<file path="config.mk">
export PLATFORM = sky130hd
export DESIGN_NAME = dcp_dummy_cycle_table
export DESIGN_NICKNAME = d
export VERILOG_FILES = /design/src/dcp_pkg.sv /design/src/dcp_dummy_cycle_table.sv
export VERILOG_INCLUDE_DIRS = /design/src
export SDC_FILE = /design/constraint.sdc
export NUM_CORES = 1
export LEC_CHECK = 0
export BUFFER_PORTS_ARGS = -buffer_cell sky130_fd_sc_hd__buf_4
export CORE_UTILIZATION = 50
export CTS_CLUSTER_SIZE = 16
export DETAILED_ROUTE_END_ITERATION = 8
export GPL_TIMING_DRIVEN = 0
export HOLD_SLACK_MARGIN = 0.05
export PLACE_DENSITY = 0.86
export SETUP_SLACK_MARGIN = 0.1
export SYNTH_ARGS = -nofsm -noshare
export SYNTH_HDL_FRONTEND = slang
export SYNTH_SLANG_ARGS = --single-unit
</file>
<file path="constraint.sdc">
create_clock -name clock -period 4.4 [get_ports clock]
set_input_delay 0.88 -clock clock [delete_from_list [all_inputs] [get_ports clock]]
set_output_delay 0.88 -clock clock [all_outputs]
set_load 0.02 [all_outputs]
</file>
<file path="src/dcp_cfg.svh">
// Offsets, field positions and reset values of the dummy-cycle pattern table.
`ifndef DCP_CFG_SVH
`define DCP_CFG_SVH

`define DCP_ADDR_W      8
`define DCP_OFF_WORD9   8'h20
`define DCP_OFF_WORD10  8'h24
`define DCP_PAT_W       5
`define DCP_FIELD_W     6
`define DCP_ENTRIES     6
`define DCP_W9_ENTRIES  5
`define DCP_FIELD_TOP   31
`define DCP_RSVD_MSB    1
`define DCP_W10_LOW_MSB 25
`define DCP_ENTRY_RST   6'h00

`endif

</file>
<file path="src/dcp_pkg.sv">
// Types shared by the dummy-cycle pattern table.
`include "dcp_cfg.svh"

package dcp_pkg;

  // One latency entry: availability flag and the pattern that selects it.
  typedef struct packed {
    logic                    supported;
    logic [`DCP_PAT_W-1:0]   pattern;
  } dcp_entry_type;

endpackage

</file>
<file path="src/dcp_dummy_cycle_table.sv">
// Register view of the variable dummy-cycle support flags and selecting patterns.
//
// Our own choices: the address map and strobed register access.
`timescale 1ns/1ns
`include "dcp_cfg.svh"

////////////////////////////////////////////////////////////////////////////////
// What this block does
// - Word nine bit 31 shows whether 20 dummy cycles are available, bits 30 to 26 its pattern.
// - Word nine bit 25 shows whether 18 dummy cycles are available, bits 24 to 20 its pattern.
// - Word nine bit 19 shows whether 16 dummy cycles are available, bits 18 to 14 its pattern.
// - Word nine bit 13 shows whether 14 dummy cycles are available, bits 12 to 8 its pattern.
// - Word nine bit 7 shows whether 12 dummy cycles are available, bits 6 to 2 its pattern.
// - Word nine bits 1 and 0 are reserved and always read as zero.
// - Word ten bit 31 shows whether 10 dummy cycles are available, bits 30 to 26 its pattern.
// - A pattern narrower than five bits sits in the low positions with zero above it.
module dcp_dummy_cycle_table
  import dcp_pkg::*;
#(
  parameter int PAT_BITS = `DCP_PAT_W
) (
  input  wire logic                     clock,
  input  wire logic                     rst,
  input  wire logic [`DCP_ADDR_W-1:0]   address,
  input  wire logic [31:0]              writeData,
  input  wire logic                     writeStrobe,
  input  wire logic                     readStrobe,
  output logic      [31:0]              readData,
  output logic      [`DCP_ENTRIES-1:0]  supportFlags
);

  // A wider pattern has no field to live in, and zero bits could select nothing.
  if (PAT_BITS < 1 || PAT_BITS > `DCP_PAT_W) begin : gBadPatBits
    $error("PAT_BITS must lie between 1 and 5");
  end

  // Physical latency bits the device really has; the bits above are forced to zero.
  localparam logic [`DCP_PAT_W-1:0] PAT_MASK = ~(5'h1F << PAT_BITS);

  ////////////////////////////////////////////////////////////////////////////////
  // Field extraction, used for both table words.

  function automatic dcp_entry_type fieldFromWord(input logic [31:0] word, input int top);
    dcp_entry_type e;
    e.supported = word[top];
    e.pattern   = word[top-1 -: `DCP_PAT_W] & PAT_MASK;
    return e;
  endfunction

  ////////////////////////////////////////////////////////////////////////////////
  // Table entries: index 0 is 20 cycles, stepping down by two to index 5 at 10 cycles.

  dcp_entry_type entry_reg  [`DCP_ENTRIES];
  dcp_entry_type entry_next [`DCP_ENTRIES];

  always_comb begin
    for (int i = 0; i < `DCP_ENTRIES; i++) begin
      entry_next[i] = entry_reg[i];
    end
    if (writeStrobe && address == `DCP_OFF_WORD9) begin
      for (int i = 0; i < `DCP_W9_ENTRIES; i++) begin
        entry_next[i] = fieldFromWord(writeData, `DCP_FIELD_TOP - `DCP_FIELD_W * i);
      end
    end else if (writeStrobe && address == `DCP_OFF_WORD10) begin
      entry_next[`DCP_W9_ENTRIES] = fieldFromWord(writeData, `DCP_FIELD_TOP);
    end
  end

  // Every entry starts as not supported, so a host never trusts a pattern
  // that software has not written yet.
  always_ff @(posedge clock) begin
    for (int i = 0; i < `DCP_ENTRIES; i++) begin
      if (rst) begin
        entry_reg[i] <= `DCP_ENTRY_RST;
      end else begin
        entry_reg[i] <= entry_next[i];
      end
    end
  end

  ////////////////////////////////////////////////////////////////////////////////
  // Read path. Data stand only in the cycle after the strobe, zero otherwise,
  // so a stale word can never be mistaken for a fresh answer.

  logic [31:0]             word9;
  logic [31:0]             word10;
  logic [31:0]             readData_reg;
  logic [31:0]             readData_next;
  logic [`DCP_ENTRIES-1:0] supportFlags_reg;
  logic [`DCP_ENTRIES-1:0] supportFlags_next;

  always_comb begin
    word9  = '0;
    word10 = '0;
    for (int i = 0; i < `DCP_W9_ENTRIES; i++) begin
      word9[`DCP_FIELD_TOP - `DCP_FIELD_W * i -: `DCP_FIELD_W] = entry_reg[i];
    end
    word10[`DCP_FIELD_TOP -: `DCP_FIELD_W] = entry_reg[`DCP_W9_ENTRIES];
    readData_next = '0;
    if (readStrobe && address == `DCP_OFF_WORD9) begin
      readData_next = word9;
    end else if (readStrobe && address == `DCP_OFF_WORD10) begin
      readData_next = word10;
    end
    // Taken from the next table values, so a flag never runs a cycle behind
    // the pattern that it qualifies.
    for (int i = 0; i < `DCP_ENTRIES; i++) begin
      supportFlags_next[`DCP_ENTRIES-1-i] = entry_next[i].supported;
    end
  end

  always_ff @(posedge clock) begin
    if (rst) begin
      readData_reg     <= 32'h00000000;
      supportFlags_reg <= 6'h00;
    end else begin
      readData_reg     <= readData_next;
      supportFlags_reg <= supportFlags_next;
    end
  end

  assign readData     = readData_reg;
  assign supportFlags = supportFlags_reg;
endmodule

</file>
==> flow_summary.json <==
{
  "status": "complete, no violations",
  "drive_above_1_share_pct": 31.2,
  "fin_crit_sh_pct": 51.9,
  "routed_wl_um": 5800,
  "synthesis.area_um2": 2500,
  "drc": 0,
  "synth_top_area_share_pct": 52.9,
  "io_buffers": 76,
  "min-delay-start": "entry_reg[1][1]",
  "power.density_nw_per_um2": 344,
  "core_um2": 4750,
  "rsz0062_at_grt": "false",
  "clockRootBuffer": "clkbuf_8",
  "vias_per_cell": 5.35,
  "largest_reg_flops": 31,
  "path_clk_slew_ps": 70,
  "grt_pass1_wl_um": 9340,
  "yosys-top-cells-area": "dfxtp_1, o31ai_1, and2_1, nand4_1, a21oi_1",
  "synth-seq-area-share_pct": 52.9,
  "critPathMaxFanout": 10,
  "antenna_cells": 0,
  "skew_ps": 4.14,
  "yosysUniqueCellTypes": 24,
  "grt_pass1_vias": 2021,
  "synth_warnings": 0,
  "setup_violations": 0,
  "grtUsageTotal_pct": 23.5,
  "ios": 82,
  "start_kind": "input port",
  "vias": 2161,
  "rows": 25,
  "tns_ps": 0,
  "dieArea_um2": 5280,
  "reg2reg_slack_ps": 3700,
  "grt_antenna_before_repair": 0,
  "hpwl_um": 4120,
  "max_freq_mhz": 438,
  "overflow": 0,
  "drt_iter0_markers": 211,
  "crit_type": "input port to register",
  "drtPass1Iterations": 4,
  "cts_resized": 0,
  "cap_violations": 0,
  "ant_nets": 0,
  "clockBufferDepth": 2,
  "postCtsHoldBufs": 0,
  "syn-mean-instance-area_um2": 10.2,
  "cts_buffers": 9,
  "crit_path_end_kind": "register",
  "globalplace.congestion": 0.797,
  "hold_class": "register to register",
  "grt_max_degree": 11,
  "final-hold-violation-count": 0,
  "nets": 377,
  "die-width_um": 72.7,
  "slew_headroom_pct": 50.4,
  "synth_seq_cells": 66,
  "cp.required_ps": 4590,
  "syn2layout_area_growth_pct": 33.8,
  "post-route-min-period_ps": 2280,
  "worst_slew_pin_slew_ps": 738,
  "critPathLaunch": "address[1]",
  "die_h_um": 72.7,
  "clock_latency_ps": 330,
  "synthCells": 245,
  "r2r-start": "entry_reg[1][8]",
  "clock-sinks": 66,
  "wl_per_cell_um": 14.3,
  "cts_tree": "built",
  "initial_core_util_pct": 52.6,
  "cts-htree-levels": 3,
  "max-vdd-ir-drop_mv": 0.252,
  "yosys.area.top_type": "dfxtp_1",
  "maxSlewViolCount": 0,
  "total_power_w": 0.00115,
  "p_leak_nw": 1.35,
  "post_cts_buffers": 0,
  "arrival_ps": 2480
}
-- kinds of logic after synthesis --
family	count (synthesis)	synth area share, %
compound gates	54	13.8
buf+inv	31	6.66
other cells	1	0.150
mux	12	4.81
simple gates	81	21.7
flops	66	52.9
-- per-stage QoR --
stage / cell area (um2) / util [%] / std cells / hold WS (ps) / setup slack, ps
after floorplan: 2500 / - / 246 / 430 / 2160
after global placement: 3160 / 66.4 / 389 / 441 / 1850
after detailed placement: 3160 / 66.4 / 389 / 440 / 1840
after CTS: 3340 / 70.3 / 404 / 453 / 2160
after global routing: 3340 / 70.3 / 404 / 470 / 2040
final: 3340 / 70.3 / 404 / 454 / 2120
-- metal layers --
layer	share of wire [%]	up-vias	GRT usage (%)
li1	-	1048	-
met1	42	1016	28.0
met2	51	85	39.9
met3	6.2	12	7.18
met4	1.5	0	8.71
met5	0	-	0
-- cells in the final DEF (no fill, tap or decap), drive strengths merged --
cell / n
clkbuf: 28
nand2b: 18
or4b: 1
a21oi: 24
nor4: 1
nand3b: 1
nor3: 1
nand3: 1
bufinv: 1
o31ai: 24
a22oi: 6
buf: 90
clkinv: 3
mux2i: 12
nand4: 24
nor2: 6
conb: 2
dfxtp: 66
and2: 24
nor4b: 3
or4: 1
-- power by group --
group	switching, W	internal, W
clock network	0.000211	0.000273
registers	0.000000201	0.000598
logic	0.0000360	0.0000325
total	0.000247	0.000903
-- synthesized netlist by cell type --
cell type  count
or4_1          1
and2_1        24
nand2b_1      18
nand3b_1       1
a22oi_1        6
nor4b_4        1
buf_1          2
clkbuf_1      16
a21oi_1       24
buf_2          1
nand4_1       24
nor4_1         1
dfxtp_1       66
nor4b_2        2
o31ai_1       24
nor3_4         1
or4b_1         1
clkinv_1       1
nand3_1        1
buf_6          2
mux2i_1       12
conb_1         1
buf_4          9
nor2_1         6
-- critical path, stage by stage --
cell and delay [ps]:
buf_4 120, or4_1 520, buf_4 190, buf_1 240, o31ai_1 380, a21oi_1 140
-- final timing paths --
| kind | depth (start not counted) | end |
|---|---|---|
| max | 6 | entry_reg[1][8] |
| min | 1 | readData[15] |
| max reg2reg | 2 | entry_reg[1][8] |
| min reg2reg | 1 | readData[15] |
-- final cells by class --
cell class | instances | area, um2
well taps | 67 | 83.8
multi-input cells | 149 | 1010
flip-flops and latches | 66 | 1320
clock buffers | 12 | 145
repair buffers | 76 | 571
plain buffers | 30 | 163
clock inverters | 3 | 40.0
inverters | 1 | 3.75
fillers | 406 | 1410
Note: power is estimated with default switching activity, not from simulation.
